## config.mk

```make
export PLATFORM = sky130hd
export DESIGN_NAME = rss_sequencer
export DESIGN_NICKNAME = d
export VERILOG_FILES = /design/src/logic/rss_pkg.sv /design/src/logic/rss_sequencer.sv
export SDC_FILE = /design/constraint.sdc
export NUM_CORES = 1
export LEC_CHECK = 0
export BUFFER_PORTS_ARGS = -buffer_cell sky130_fd_sc_hd__buf_2
export CAP_MARGIN = 20
export CORE_MARGIN = 2
export CORE_UTILIZATION = 51
export DETAILED_ROUTE_END_ITERATION = 6
export GPL_ROUTABILITY_DRIVEN = 0
export PLACE_DENSITY_LB_ADDON = 0.2
export SYNTH_ARGS = -nofsm -noshare
export SYNTH_HDL_FRONTEND = slang
export SYNTH_SLANG_ARGS = --single-unit
```

## constraint.sdc

```tcl
create_clock -name ref_clk -period 2.3 [get_ports ref_clk]
set_input_delay 0 -clock ref_clk [delete_from_list [all_inputs] [get_ports ref_clk]]
set_output_delay 0 -clock ref_clk [all_outputs]
set_load 0.01 [all_outputs]
```

## src/logic/rss_pkg.sv

```systemverilog
// shared constants, register map and carrier types of the reset sequencer
package rss_pkg;

  // ****************************************
  // timing
  // ****************************************
  localparam int SST_CYCLES      = 1024;  // start-up delay in system clocks
  localparam int OPT_LOAD_CYCLES = 16;    // option load delay in system clocks
  localparam int CNT_W           = 11;    // wide enough for both delays
  localparam int WDT_W           = 15;    // 8 stages plus 7 prescaler stages
  localparam logic [1:0] WDT_DIV_LAST = 2'h3;  // instruction clock is system / 4

  // ****************************************
  // register indices, byte address is four times the index
  // ****************************************
  localparam logic [3:0] IDX_MP     = 4'h0;
  localparam logic [3:0] IDX_ACC    = 4'h1;
  localparam logic [3:0] IDX_TABLE_POINTER   = 4'h2;
  localparam logic [3:0] IDX_TABLE_HIGH_BYTE   = 4'h3;
  localparam logic [3:0] IDX_STATUS = 4'h4;
  localparam logic [3:0] IDX_INTERRUPT_CONTROL   = 4'h5;
  localparam logic [3:0] IDX_WATCHDOG_SELECT   = 4'h6;
  localparam logic [3:0] IDX_PA     = 4'h7;
  localparam logic [3:0] IDX_PAC    = 4'h8;
  localparam logic [3:0] IDX_PB     = 4'h9;
  localparam logic [3:0] IDX_PBC    = 4'ha;
  localparam logic [3:0] IDX_PC     = 4'hb;
  localparam logic [3:0] IDX_PCC    = 4'hc;
  localparam logic [3:0] IDX_TMR    = 4'hd;
  localparam logic [3:0] IDX_TIMER_CONTROL   = 4'he;
  localparam logic [3:0] IDX_SEQ    = 4'hf;

  // values after a full reset, by index
  localparam logic [7:0] RST_VAL [16] = '{8'h00, 8'h00, 8'h00, 8'h00, 8'h00, 8'h00,
    8'h07, 8'hff, 8'hff, 8'h07, 8'h07, 8'h03, 8'h03, 8'h00, 8'h08, 8'h00};
  // registers that keep their value on a full reset other than power-on
  localparam logic [15:0] KEEP_ON_RESET = 16'h001f;
  // implemented bits, others read zero
  localparam logic [7:0] RD_MASK [16] = '{8'h7f, 8'hff, 8'hff, 8'h3f, 8'h3f, 8'h37,
    8'hff, 8'hff, 8'hff, 8'h07, 8'h07, 8'h03, 8'h03, 8'hff, 8'hdf, 8'h1f};
  // bits that software may write
  localparam logic [7:0] WR_MASK [16] = '{8'h7f, 8'hff, 8'hff, 8'h00, 8'h0f, 8'h37,
    8'hff, 8'hff, 8'hff, 8'h07, 8'h07, 8'h03, 8'h03, 8'hff, 8'hdf, 8'h00};
  localparam int FLAG_TO  = 5;  // status bit of the time-out flag
  localparam int FLAG_PDF = 4;  // status bit of the power-down flag

  // ****************************************
  // types
  // ****************************************
  typedef enum logic [4:0] {
    ST_RUN  = 5'h01,
    ST_HALT = 5'h02,
    ST_PIN  = 5'h04,
    ST_SST  = 5'h08,
    ST_OPT  = 5'h10
  } rss_state_t;

  typedef struct packed {
    logic        psel;
    logic        penable;
    logic        pwrite;
    logic [7:0]  paddr;
    logic [31:0] pwdata;
  } rss_apb_req_t;

  typedef struct packed {
    logic [31:0] prdata;
    logic        pready;
    logic        pslverr;
  } rss_apb_rsp_t;

  // instruction events from the core, one-cycle pulses
  typedef struct packed {
    logic halt;
    logic clearWdt;
    logic clearWdt1;
    logic clearWdt2;
    logic wakeIrq;
  } rss_core_cmd_t;

  // controls handed to the core and peripherals
  typedef struct packed {
    logic       coreHold;
    logic       chipReset;
    logic       pcSpClear;
    logic [7:0] interruptControl;
    logic [7:0] timerControl;
    logic [7:0] watchdogSelect;
    logic [7:0] portAData;
    logic [7:0] portADirection;
    logic [2:0] portBData;
    logic [2:0] portBDirection;
    logic [1:0] portCData;
    logic [1:0] portCDirection;
  } rss_ctrl_t;

endpackage

```

## src/logic/rss_sequencer.sv

```systemverilog
// reset and start-up sequencer with watchdog, status flags and register file
//
// Design decision made here: the APB register port.
`timescale 1ns/100ps

module rss_sequencer (
  input  wire logic                  ref_clk,
  input  wire logic                  reset,
  input  wire logic                  extResetLowPin,
  input  wire logic [7:0]            portAWakePin,
  input  wire logic [7:0]            portAWakeEnable,
  input  wire logic                  wdtEnable,
  input  wire logic                  clrWdtTwice,
  input  rss_pkg::rss_core_cmd_t     coreCmd,
  input  rss_pkg::rss_apb_req_t      apbReq,
  output rss_pkg::rss_apb_rsp_t      apbRsp,
  output rss_pkg::rss_ctrl_t         ctrl
);

  // ****************************************
  // state
  // ****************************************
  rss_pkg::rss_state_t  state;            // sequencer state
  rss_pkg::rss_state_t  next_state;       // sequencer next state
  logic [rss_pkg::CNT_W-1:0] delayCnt;    // start-up / option delay counter
  logic                 needOpt;          // option delay follows start-up
  logic                 next_needOpt;     // its next value
  logic [7:0]           regs [16];        // register file by index
  logic                 toFlag;           // watchdog time-out flag
  logic                 pdFlag;           // power-down flag

  // synchronisers
  logic                 pinSync1;         // first stage, read only by second
  logic                 pinSync2;         // stable reset pin level
  logic [7:0]           paSync1;          // first stage of wake pins
  logic [7:0]           paSync2;          // stable wake pin levels
  logic [7:0]           paLast;           // previous levels for edge detect

  // watchdog
  logic [1:0]           wdtDiv;           // instruction clock divider
  logic                 wdtTick;          // instruction clock enable
  logic [rss_pkg::WDT_W-1:0] wdtCnt;      // counter with prescaler
  logic [rss_pkg::WDT_W-1:0] wdtMask;     // stages used by the ratio
  logic                 got1;             // first of two clear instructions seen
  logic                 got2;             // second of two clear instructions seen
  logic                 clearWdtEff;      // clear-watchdog instruction takes effect

  // events
  logic                 pinLow;           // reset pin held low
  logic                 paFall;           // enabled wake pin fell
  logic                 wdtExpire;        // watchdog overflow this cycle
  logic                 fullNow;          // full chip reset this cycle
  logic                 wakeNow;          // non-reset halt exit this cycle

  // bus
  logic [3:0]           rdIdx;            // addressed register
  logic                 wrEn;             // register write this cycle
  // core controls, kept apart so the output struct has one driver
  logic                 holdQ;            // core held out of run
  logic                 chipQ;            // full chip reset applied
  logic                 pcSpQ;            // pc and sp cleared

  // ****************************************
  // decoding
  // ****************************************
  // word-aligned and inside the sixteen-word map
  function automatic logic addrOk(input logic [7:0] a);
    addrOk = (a[1:0] == 2'h0) && (a[7:6] == 2'h0);
  endfunction

  // ****************************************
  // synchronisers
  // ****************************************
  // pin reset idles high so the stages start high
  // two-flop pin sync
  always_ff @(posedge ref_clk)
  begin
    if (reset)
    begin
      pinSync1 <= 1'b1;
      pinSync2 <= 1'b1;
    end
    else
    begin
      pinSync1 <= extResetLowPin;
      pinSync2 <= pinSync1;
    end
  end

  // wake pins, edge detect looks only at the second stage
  always_ff @(posedge ref_clk)
  begin
    if (reset)
    begin
      paSync1 <= 8'hff;
      paSync2 <= 8'hff;
      paLast  <= 8'hff;
    end
    else
    begin
      paSync1 <= portAWakePin;
      paSync2 <= paSync1;
      paLast  <= paSync2;
    end
  end

  assign pinLow = ~pinSync2;
  // falling edge on enabled wake pin
  assign paFall = |(portAWakeEnable & paLast & ~paSync2);

  // ****************************************
  // watchdog
  // ****************************************
  // divider for the instruction clock enable
  always_ff @(posedge ref_clk)
  begin
    if (reset)
    begin
      wdtDiv  <= 2'h0;
      wdtTick <= 1'b0;
    end
    else
    begin
      wdtDiv  <= wdtDiv + 2'h1;
      wdtTick <= (wdtDiv == rss_pkg::WDT_DIV_LAST);
    end
  end

  // two-instruction clear, both halves of the pair must be seen
  always_ff @(posedge ref_clk)
  begin
    if (reset || clearWdtEff)
    begin
      got1 <= 1'b0;
      got2 <= 1'b0;
    end
    else
    begin
      got1 <= got1 | coreCmd.clearWdt1;
      got2 <= got2 | coreCmd.clearWdt2;
    end
  end

  // pair or single instruction, chosen by the option
  assign clearWdtEff = clrWdtTwice ?
    ((got1 | coreCmd.clearWdt1) & (got2 | coreCmd.clearWdt2)) : coreCmd.clearWdt;

  // ratio 1:1 uses 8 stages, each ratio step adds one more
  assign wdtMask = {rss_pkg::WDT_W{1'b1}} >> (3'h7 - regs[rss_pkg::IDX_WATCHDOG_SELECT][2:0]);

  // overflow when every used stage is one at a tick
  assign wdtExpire = wdtEnable && wdtTick && ((wdtCnt & wdtMask) == wdtMask)
                     && !pinLow && !clearWdtEff && !coreCmd.halt;

  // counter; it keeps running in halt so it can wake the core
  always_ff @(posedge ref_clk)
  begin
    if (reset)
      wdtCnt <= '0;
    // pin, instruction and halt clear it
    else if (pinLow || clearWdtEff || coreCmd.halt)
      wdtCnt <= '0;
    // chip reset clears, counting restarts after
    else if (fullNow || wdtExpire)
      wdtCnt <= '0;
    else if (wdtEnable && wdtTick)
      wdtCnt <= wdtCnt + 1'b1;
  end

  // ****************************************
  // sequencer
  // ****************************************
  // pin low anywhere or watchdog in run
  assign fullNow = pinLow || ((state == rss_pkg::ST_RUN) && wdtExpire);
  // irq or wake pin leaves halt without reset
  assign wakeNow = coreCmd.wakeIrq || paFall;

  // next state
  always_comb
  begin
    next_state   = state;
    next_needOpt = needOpt;
    if (pinLow)
      // hold while the pin stays low
      next_state = rss_pkg::ST_PIN;
    else
    begin
      unique case (state)
        rss_pkg::ST_PIN:
        begin
          next_state   = rss_pkg::ST_SST;
          next_needOpt = 1'b1;
        end
        rss_pkg::ST_RUN:
        begin
          if (wdtExpire)
          begin
            next_state   = rss_pkg::ST_SST;
            next_needOpt = 1'b1;
          end
          else if (coreCmd.halt)
            next_state = rss_pkg::ST_HALT;
        end
        rss_pkg::ST_HALT:
        begin
          // any exit starts the start-up delay
          if (wdtExpire || wakeNow)
          begin
            next_state   = rss_pkg::ST_SST;
            next_needOpt = 1'b0;
          end
        end
        rss_pkg::ST_SST:
        begin
          if (delayCnt == rss_pkg::CNT_W'(rss_pkg::SST_CYCLES - 1))
            next_state = needOpt ? rss_pkg::ST_OPT : rss_pkg::ST_RUN;
        end
        rss_pkg::ST_OPT:
        begin
          if (delayCnt == rss_pkg::CNT_W'(rss_pkg::OPT_LOAD_CYCLES - 1))
            next_state = rss_pkg::ST_RUN;
        end
        default:
          next_state = rss_pkg::ST_SST;
      endcase
    end
  end

  // state and the delay counter, restarted on every state change
  always_ff @(posedge ref_clk)
  begin
    if (reset)
    begin
      // power-up runs start-up then option delay
      state    <= rss_pkg::ST_SST;
      needOpt  <= 1'b1;
      delayCnt <= '0;
    end
    else
    begin
      state    <= next_state;
      needOpt  <= next_needOpt;
      delayCnt <= (next_state != state) ? '0 : delayCnt + 1'b1;
    end
  end

  // ****************************************
  // status flags
  // ****************************************
  // reset cause encoding
  always_ff @(posedge ref_clk)
  begin
    if (reset)
    begin
      // power-up gives 0,0
      toFlag <= 1'b0;
      pdFlag <= 1'b0;
    end
    else if (pinLow && state == rss_pkg::ST_HALT)
    begin
      // pin wake from halt gives 0,1
      toFlag <= 1'b0;
      pdFlag <= 1'b1;
    end
    else if (wdtExpire && state == rss_pkg::ST_HALT)
    begin
      // watchdog wake gives 1,1
      toFlag <= 1'b1;
      pdFlag <= 1'b1;
    end
    else if (wdtExpire)
      // time-out sets the flag, power-down unchanged
      toFlag <= 1'b1;
    else if (state == rss_pkg::ST_RUN && !pinLow)
    begin
      // halt sets, wins over a same-cycle clear
      if (coreCmd.halt)
      begin
        pdFlag <= 1'b1;
        toFlag <= 1'b0;
      end
      else if (clearWdtEff)
        pdFlag <= 1'b0;
    end
  end

  // ****************************************
  // register file
  // ****************************************
  assign rdIdx = apbReq.paddr[5:2];
  assign wrEn  = apbReq.psel && apbReq.penable && apbRsp.pready
                 && apbReq.pwrite && addrOk(apbReq.paddr);

  // writes are dropped while a chip reset is held
  always_ff @(posedge ref_clk)
  begin
    if (reset)
    begin
      // power-on defines even the kept registers, as zero
      for (int i = 0; i < 16; i++)
        regs[i] <= rss_pkg::RST_VAL[i];
    end
    else if (fullNow)
    begin
      for (int i = 0; i < 16; i++)
        if (!rss_pkg::KEEP_ON_RESET[i])
          regs[i] <= rss_pkg::RST_VAL[i];
    end
    // warm reset leaves the file untouched
    else if (wrEn)
      regs[rdIdx] <= (apbReq.pwdata[7:0] & rss_pkg::WR_MASK[rdIdx])
                     | (regs[rdIdx] & ~rss_pkg::WR_MASK[rdIdx]);
  end

  // ****************************************
  // apb slave
  // ****************************************
  // answer is ready in the first access cycle, so no wait states
  always_ff @(posedge ref_clk)
  begin
    if (reset)
    begin
      apbRsp <= '0;
    end
    else
    begin
      apbRsp.pready  <= apbReq.psel && !apbReq.penable;
      apbRsp.pslverr <= apbReq.psel && !apbReq.penable && !addrOk(apbReq.paddr);
      if (apbReq.psel && !apbReq.penable)
      begin
        // capture read data in the setup cycle
        if (!addrOk(apbReq.paddr))
          apbRsp.prdata <= '0;
        else if (rdIdx == rss_pkg::IDX_STATUS)
          apbRsp.prdata <= {26'h0, toFlag, pdFlag, regs[rdIdx][3:0]};
        else if (rdIdx == rss_pkg::IDX_SEQ)
          apbRsp.prdata <= {27'h0, state};
        else
          apbRsp.prdata <= {24'h0, regs[rdIdx] & rss_pkg::RD_MASK[rdIdx]};
      end
    end
  end

  // ****************************************
  // core controls
  // ****************************************
  // reset strobes, held for as long as the cause stands
  always_ff @(posedge ref_clk)
  begin
    if (reset)
    begin
      holdQ <= 1'b1;
      chipQ <= 1'b1;
      pcSpQ <= 1'b1;
    end
    else
    begin
      holdQ <= (next_state != rss_pkg::ST_RUN);
      chipQ <= fullNow;
      // warm reset clears pc and sp only
      pcSpQ <= fullNow || (wdtExpire && state == rss_pkg::ST_HALT);
    end
  end

  // register views, each bit already a flop of the file
  // ports input, timer off, interrupts off after reset
  // unused bits can never be written, so no mask is needed here
  assign ctrl = '{coreHold: holdQ, chipReset: chipQ, pcSpClear: pcSpQ,
    interruptControl: regs[rss_pkg::IDX_INTERRUPT_CONTROL], timerControl: regs[rss_pkg::IDX_TIMER_CONTROL],
    watchdogSelect: regs[rss_pkg::IDX_WATCHDOG_SELECT], portAData: regs[rss_pkg::IDX_PA],
    portADirection: regs[rss_pkg::IDX_PAC], portBData: regs[rss_pkg::IDX_PB][2:0],
    portBDirection: regs[rss_pkg::IDX_PBC][2:0], portCData: regs[rss_pkg::IDX_PC][1:0],
    portCDirection: regs[rss_pkg::IDX_PCC][1:0]};

endmodule

```

==> results.json, run 1 <==
{
  "status": "complete, but fails checks",
  "violations": "negative setup slack",
  "multiInputGateArea_mm2": 0.00405,
  "setup-tns-final_ns": -0.740,
  "htreeDepth": 1,
  "cp_cell_sequence": "buf_4 -> mux4_2 -> mux4_2 -> mux2i_4 -> clkbuf_16 -> nand2_1",
  "die_area_mm2": 0.0201,
  "grt-ovfl-total": 0,
  "synthArstFlopShare_pct": 0,
  "max_freq_mhz": 422,
  "cap_violations": 0,
  "regArea_mm2": 0.00541,
  "via_count": 7154,
  "synth_area_mm2": 0.00970,
  "total_power_mw": 8.98,
  "cts.clk_slew.worst_paths_ns": 0.06,
  "synth_cell_types": 68,
  "numCtsBuffers": 23,
  "grt_pass1_vias": 6949,
  "fillers": 1409,
  "powerDensity_mw_per_mm2": 713,
  "final.setup.worst_slack_ns": -0.0687,
  "portBuffers": 107,
  "clk_path_buf_depth": 3,
  "synth-edff-count": 128,
  "irDropWorstVdd_v": 0.000638,
  "period_share_pct": 103,
  "placed_area_mm2": 0.0112,
  "drive_gt1_share_pct": 39.3,
  "start_kind": "flip-flop",
  "layout-area-overhead-vs-synth_pct": 29.8,
  "ys_seq_area_share_pct": 55.7,
  "root_buffer": "clkbuf_16",
  "p_int_mw": 6.94,
  "seqPwrFrac_pct": 45.2,
  "drtIter0Drc": 480,
  "drt_wl_total_um": 24900,
  "slew_headroom_pct": 58.7,
  "worst_pin_slew_ns": 0.619,
  "ys_warn_count": 0,
  "clockPowerShare_pct": 44.1,
  "drc": 0,
  "grt_pass1_wl_um": 37700,
  "firstDrtPassIters": 5,
  "grt_setup_unrepaired": "true",
  "hpwl_um": 17700,
  "setup_viol": 41,
  "worstPathArrival_ns": 2.64,
  "start_util_pct": 51.9,
  "drv_slew": 0,
  "synth_ff_type": "edfxtp_1",
  "cp.required_ns": 2.57,
  "final_area_mm2": 0.0126,
  "crit_fanout": 8,
  "slowest_stage": "mux4_2",
  "pre_cts_slack_ns": -0.230,
  "skew_ns": 0.0248,
  "ant_nets": 0,
  "die_y_um": 142,
  "p_comb_share_pct": 10.7,
  "nNetsFinal": 1128,
  "via_per_inst": 5.50,
  "core_mm2": 0.0187,
  "syn-instance-count": 835,
  "hold_violations": 0,
  "io_pins": 156,
  "grt_antenna_before_repair": 1,
  "dieWidth_um": 142,
  "cts_tree": "done",
  "grt_usage_pct": 24.6,
  "critPathKind": "reg -> reg",
  "cts_sinks": 206,
  "switching_power_mw": 2.04,
  "p_leak_nw": 4.80,
  "p_sw_share_pct": 22.7,
  "hold_path.class": "in -> reg",
  "crit_top_cell": "mux4_2",
  "grt_max_degree": 43,
  "clock_latency_ns": 0.52,
  "cp-end-kind": "flip-flop",
  "fin_crit_ns": 2.37,
  "syn-mean-instance-area_um2": 11.6,
  "detail_route.wl_per_cell_um": 19.1,
  "cpPeakStageDelay_ns": 0.52,
  "ys_ff_latch": 206,
  "rows": 50
}
[state kept, by name, indices dropped and copies added, names as in the netlist, 2 cells and up]
signal / cells
state: 5
apbRsp: 10
paSync2: 8
delayCnt: 11
paSync1: 8
wdtDiv: 2
paLast: 8
wdtCnt: 15
regs: 128
[worst max-delay path, delay by kind of cell, from the launching register on]
| family | cells | cell delay [ns] |
|---|---|---|
| AND/OR/NAND/NOR | 1 | 0.06 |
| flip-flops | 1 | 0.43 |
| buffers and inverters | 2 | 0.40 |
| multiplexers | 3 | 1.24 |
[worst paths after layout]
check	startpoint	end	slack (ns)	cells past startpoint
worst max-delay path	regs[6][1]	regs[6][1]	-0.07	6
worst min-delay path	apbReq[6]	regs[8][6]	0.03	4
worst max register to register	regs[6][1]	regs[6][1]	-0.07	6
worst min register to register	paSync1[4]	paSync2[4]	0.40	1
[Yosys cell counts (all sizes together) (3+ instances only)]
cell type / instances / area, um^2
nor2: 156 / 593
nor3: 9 / 67.6
inv: 17 / 63.8
a21oi: 20 / 100
nand4: 6 / 43.8
nor2b: 9 / 63.8
nand2b: 6 / 37.5
a211oi: 4 / 30.0
or2: 29 / 181
o21a: 6 / 45.0
clkbuf: 17 / 63.8
dfxtp: 78 / 1560
ha: 10 / 125
nand3b: 8 / 60.1
and2: 7 / 43.8
edfxtp: 128 / 3840
nand2: 96 / 370
or3: 3 / 18.8
buf: 61 / 450
and3: 11 / 68.8
mux4: 39 / 890
nand3: 18 / 90.1
nor4: 6 / 58.8
xor2: 15 / 131
xnor2: 10 / 87.6
mux2i: 8 / 168
o21ai: 21 / 105
[layout make-up]
type                            count  share of cell area, %
Multi-Input combinational cell    556                   32.1
Timing Repair Buffer              244                   15.4
Antenna cell                        1                 0.0199
Sequential cell                   206                   42.9
Tap cell                          234                   2.32
Clock buffer                       31                   5.29
Clock inverter                     11                   1.33
Inverter                           18                  0.536
[timing repair]
item / CTS / global route
pin swaps: 3 / 33
gates cloned: 0 / 1
hold buffers: 20 / 0
gates resized for setup: 9 / 88
endpoints found under the hold margin: 26 / 0
setup buffers: 3 / 3
setup endpoints to repair: 162 / 249
[through the flow]
stage	utilization [%]	cells	hold WS, ns
2_1_floorplan	-	858	0.104
3_3_place_gp	59.9	1232	0.183
3_5_place_dp	59.9	1232	0.188
4_1_cts	65.7	1297	0.00354
5_1_grt	67.3	1300	0.0139
6_report	67.3	1301	0.0260
[cells in the final DEF (no fill, tap or decap), types with 15 or more instances in the layout]
cell,Yosys,routed
a21oi_1,20,18
buf_12,0,18
buf_2,9,107
buf_4,44,77
buf_6,6,19
clkbuf_16,0,25
conb_1,1,24
dfxtp_1,78,75
dlygate4sd3_1,0,20
edfxtp_1,128,128
inv_1,17,17
mux4_2,36,36
nand2_1,92,65
nand2_2,4,31
nand3_1,18,15
nor2_1,155,130
nor2_2,0,19
o21ai_0,21,20
or2_2,27,27
xor2_1,15,15
[cells by family after synthesis]
logic type / Yosys count / synth area share, %
and+or+nand+nor: 372 / 18.2
DFF: 206 / 55.7
buffers and inverters: 96 / 6.00
AOI/OAI and AO/OA: 77 / 5.48
muxes: 48 / 11.0
xor gates and xnor gates: 25 / 2.26
adders and majority gates: 10 / 1.29
other: 1 / 0.0387
[power by group through the flow]
stage / Clock, mW / Sequential [mW] / Combinational, mW
after global routing: 4.14 / 4.07 / 1.02
final: 3.96 / 4.06 / 0.964
after CTS: 4.01 / 4.06 / 0.928
after global placement: 0 / 4.13 / 0.887
after detailed placement: 0 / 4.14 / 0.896
after floorplan: 0 / 4.13 / 0.520
[per-layer routing]
| metal | global-route usage, % | wire [um] | up-vias |
|---|---|---|---|
| li1 | - | - | 3345 |
| met1 | 32.5 | 10200 | 3497 |
| met2 | 41.7 | 12200 | 256 |
| met3 | 4.45 | 1780 | 56 |
| met4 | 7.79 | 743 | 0 |
| met5 | 0 | 0 | - |
(Power assumes the default switching activity.)
==> run 2, diff against run 1 <==
--- a/config.mk
+++ b/config.mk
@@ -9,8 +9,10 @@
 export CAP_MARGIN = 20
 export CORE_MARGIN = 2
 export CORE_UTILIZATION = 51
+export CTS_BUF_LIST = sky130_fd_sc_hd__clkbuf_4 sky130_fd_sc_hd__clkbuf_8 sky130_fd_sc_hd__clkbuf_16
 export DETAILED_ROUTE_END_ITERATION = 6
 export GPL_ROUTABILITY_DRIVEN = 0
+export MAX_ROUTING_LAYER = met4
 export PLACE_DENSITY_LB_ADDON = 0.2
 export SYNTH_ARGS = -nofsm -noshare
 export SYNTH_HDL_FRONTEND = slang
==> run 2 against run 1 <==
Effect of this change: the flow still finishes with violations (negative setup slack); clock power barely moved; die area did not move; sequential power barely moved; power rose by 0.52%.
==> results.json, run 2 (same netlist as run 1, synthesis figures left out) <==
{
  "core_mm2": 0.0187,
  "grt-ovfl-total": 0,
  "hold_violations": 0,
  "dieWidth_um": 142,
  "largest_register_ffs": 128,
  "cap_violations": 0,
  "nNetsFinal": 1122,
  "reg_top3": "regs x128, wdtCnt x15, delayCnt x11",
  "status": "complete, but fails checks",
  "via_per_inst": 5.47,
  "worstPathArrival_ns": 2.68,
  "worstHoldStart": "apbReq[1]",
  "clk_path_buf_depth": 3,
  "p_comb_share_pct": 10.8,
  "setup_viol": 135,
  "cts_tree": "done",
  "cp.required_ns": 2.56,
  "grt_pass1_vias": 6954,
  "r2r_cells": 6,
  "switching_power_mw": 2.07,
  "seqPwrFrac_pct": 45.0,
  "skew_ns": 0.0197,
  "p_leak_nw": 4.81,
  "ant_nets": 0,
  "irDropWorstVdd_v": 0.000630,
  "violations": "negative setup slack",
  "drtIter0Drc": 509,
  "drc": 0,
  "drv_slew": 0,
  "die_y_um": 142,
  "detail_route.wl_per_cell_um": 19.1,
  "clock_latency_ns": 0.52,
  "numCtsBuffers": 23,
  "start_kind": "flip-flop",
  "root_buffer": "clkbuf_16",
  "total_power_mw": 9.03,
  "critPathKind": "reg -> reg",
  "max_freq_mhz": 414,
  "final.setup.worst_slack_ns": -0.115,
  "postLayoutCoreUtil_pct": 68.0,
  "drt_wl_total_um": 24800,
  "htreeDepth": 1,
  "grt_pass1_wl_um": 37700,
  "grt_antenna_before_repair": 1,
  "grt_usage_pct": 25.4,
  "layout_commonest_cell": "edfxtp_1",
  "powerDensity_mw_per_mm2": 710,
  "timing.reg2reg.setup_slack_ns": -0.12,
  "die_area_mm2": 0.0201,
  "p_sw_share_pct": 22.9,
  "cp-end-kind": "flip-flop",
  "r2r-end": "regs[11][1]",
  "grt_setup_unrepaired": "true",
  "period_share_pct": 105,
  "io_pins": 156,
  "clockPowerShare_pct": 44.2,
  "rows": 50,
  "hold_end": "regs[6][1]",
  "grt_max_degree": 43,
  "fin_crit_ns": 2.42,
  "cts_sinks": 206,
  "largest-register": "regs",
  "portBuffers": 107,
  "r2r-start": "regs[6][1]",
  "hpwl_um": 17700,
  "firstDrtPassIters": 5,
  "worst_pin_slew_ns": 0.619,
  "start_util_pct": 51.9,
  "via_count": 7090,
  "p_int_mw": 6.96,
  "layout-area-overhead-vs-synth_pct": 31.1,
  "cts.clk_slew.worst_paths_ns": 0.06,
  "slew_headroom_pct": 58.7,
  "whs_path_depth": 4,
  "layout_common_cells": "edfxtp_1, buf_2, nor2_1",
  "crit_fanout": 16,
  "hold_path.class": "in -> reg",
  "drive_gt1_share_pct": 40.2,
  "fillers": 1390
}
## run 2: cell types whose count changed in the layout (fill, tap and decap cells not counted), sizes merged
cell | before | now
buf | 223 | 218
clkbuf | 32 | 31
## run 2: worst max path at each step
stage          slack [ns]        from           to  cells past startpoint
2_1_floorplan      -0.006   wdtCnt[0]   regs[5][0]                      8
3_3_place_gp        -0.13  regs[6][1]   regs[6][7]                      6
3_5_place_dp        -0.23  regs[6][1]   regs[6][5]                      6
4_1_cts            -0.009  regs[6][1]  regs[14][2]                      7
5_1_grt             -0.14  regs[6][1]  regs[12][1]                      6
6_report            -0.12  regs[6][1]  regs[11][1]                      6
## run 2: stage by stage
stage                     area (um^2)  hold slack, ns  cells  setup slack, ns  TNS [ns]
after floorplan                  9820           0.104    858         -0.00607   -0.0876
after global placement          11200           0.183   1232           -0.126     -2.33
after detailed placement        11200           0.188   1232           -0.230     -7.97
after CTS                       12300         0.00498   1297         -0.00890   -0.0399
after global routing            12700          0.0122   1295           -0.145    -19.25
final                           12700          0.0175   1295           -0.115     -4.55
## run 2: power groups by stage
stage / sequential [mW] / clock (mW) / combinational (mW)
floorplan: 4.13 / 0 / 0.520
global placement: 4.13 / 0 / 0.887
detailed placement: 4.14 / 0 / 0.896
CTS: 4.06 / 4.04 / 0.928
global route: 4.07 / 4.18 / 1.04
finish: 4.06 / 3.99 / 0.977
## run 2: area by class of cell
type / count / area [um^2] / share of cell area, %
inverter: 18 / 67.6 / 0.531
timing repair buffer: 238 / 1860 / 14.7
multi-input combinational: 556 / 4240 / 33.3
tap: 234 / 293 / 2.30
clock inverter: 11 / 168 / 1.32
antenna: 1 / 2.50 / 0.0197
clock buffer: 31 / 678 / 5.33
sequential: 206 / 5410 / 42.5
## run 2: worst max-delay path: stages (launching register included)
cell	delay [ns]
edfxtp_1	0.52
buf_4	0.20
mux4_2	0.45
mux4_2	0.52
mux2i_4	0.18
buf_12	0.19
nand3_1	0.10
## run 2: routing by layer
| metal | vias up | global-route usage, % | wire length [um] |
|---|---|---|---|
| li1 | 3330 | - | - |
| met1 | 3433 | 32.5 | 10000 |
| met2 | 266 | 41.8 | 12200 |
| met3 | 61 | 4.32 | 1760 |
| met4 | 0 | 7.74 | 767 |
| met5 | - | - | 0 |
## run 2: timing repair
item | CTS | global route
pin swaps | 2 | 68
hold buffers | 20 | 0
buffers inserted | 3 | 2
endpoints found under the hold margin | 26 | 0
gates resized for setup | 9 | 143
endpoints found under the setup margin | 161 | 248
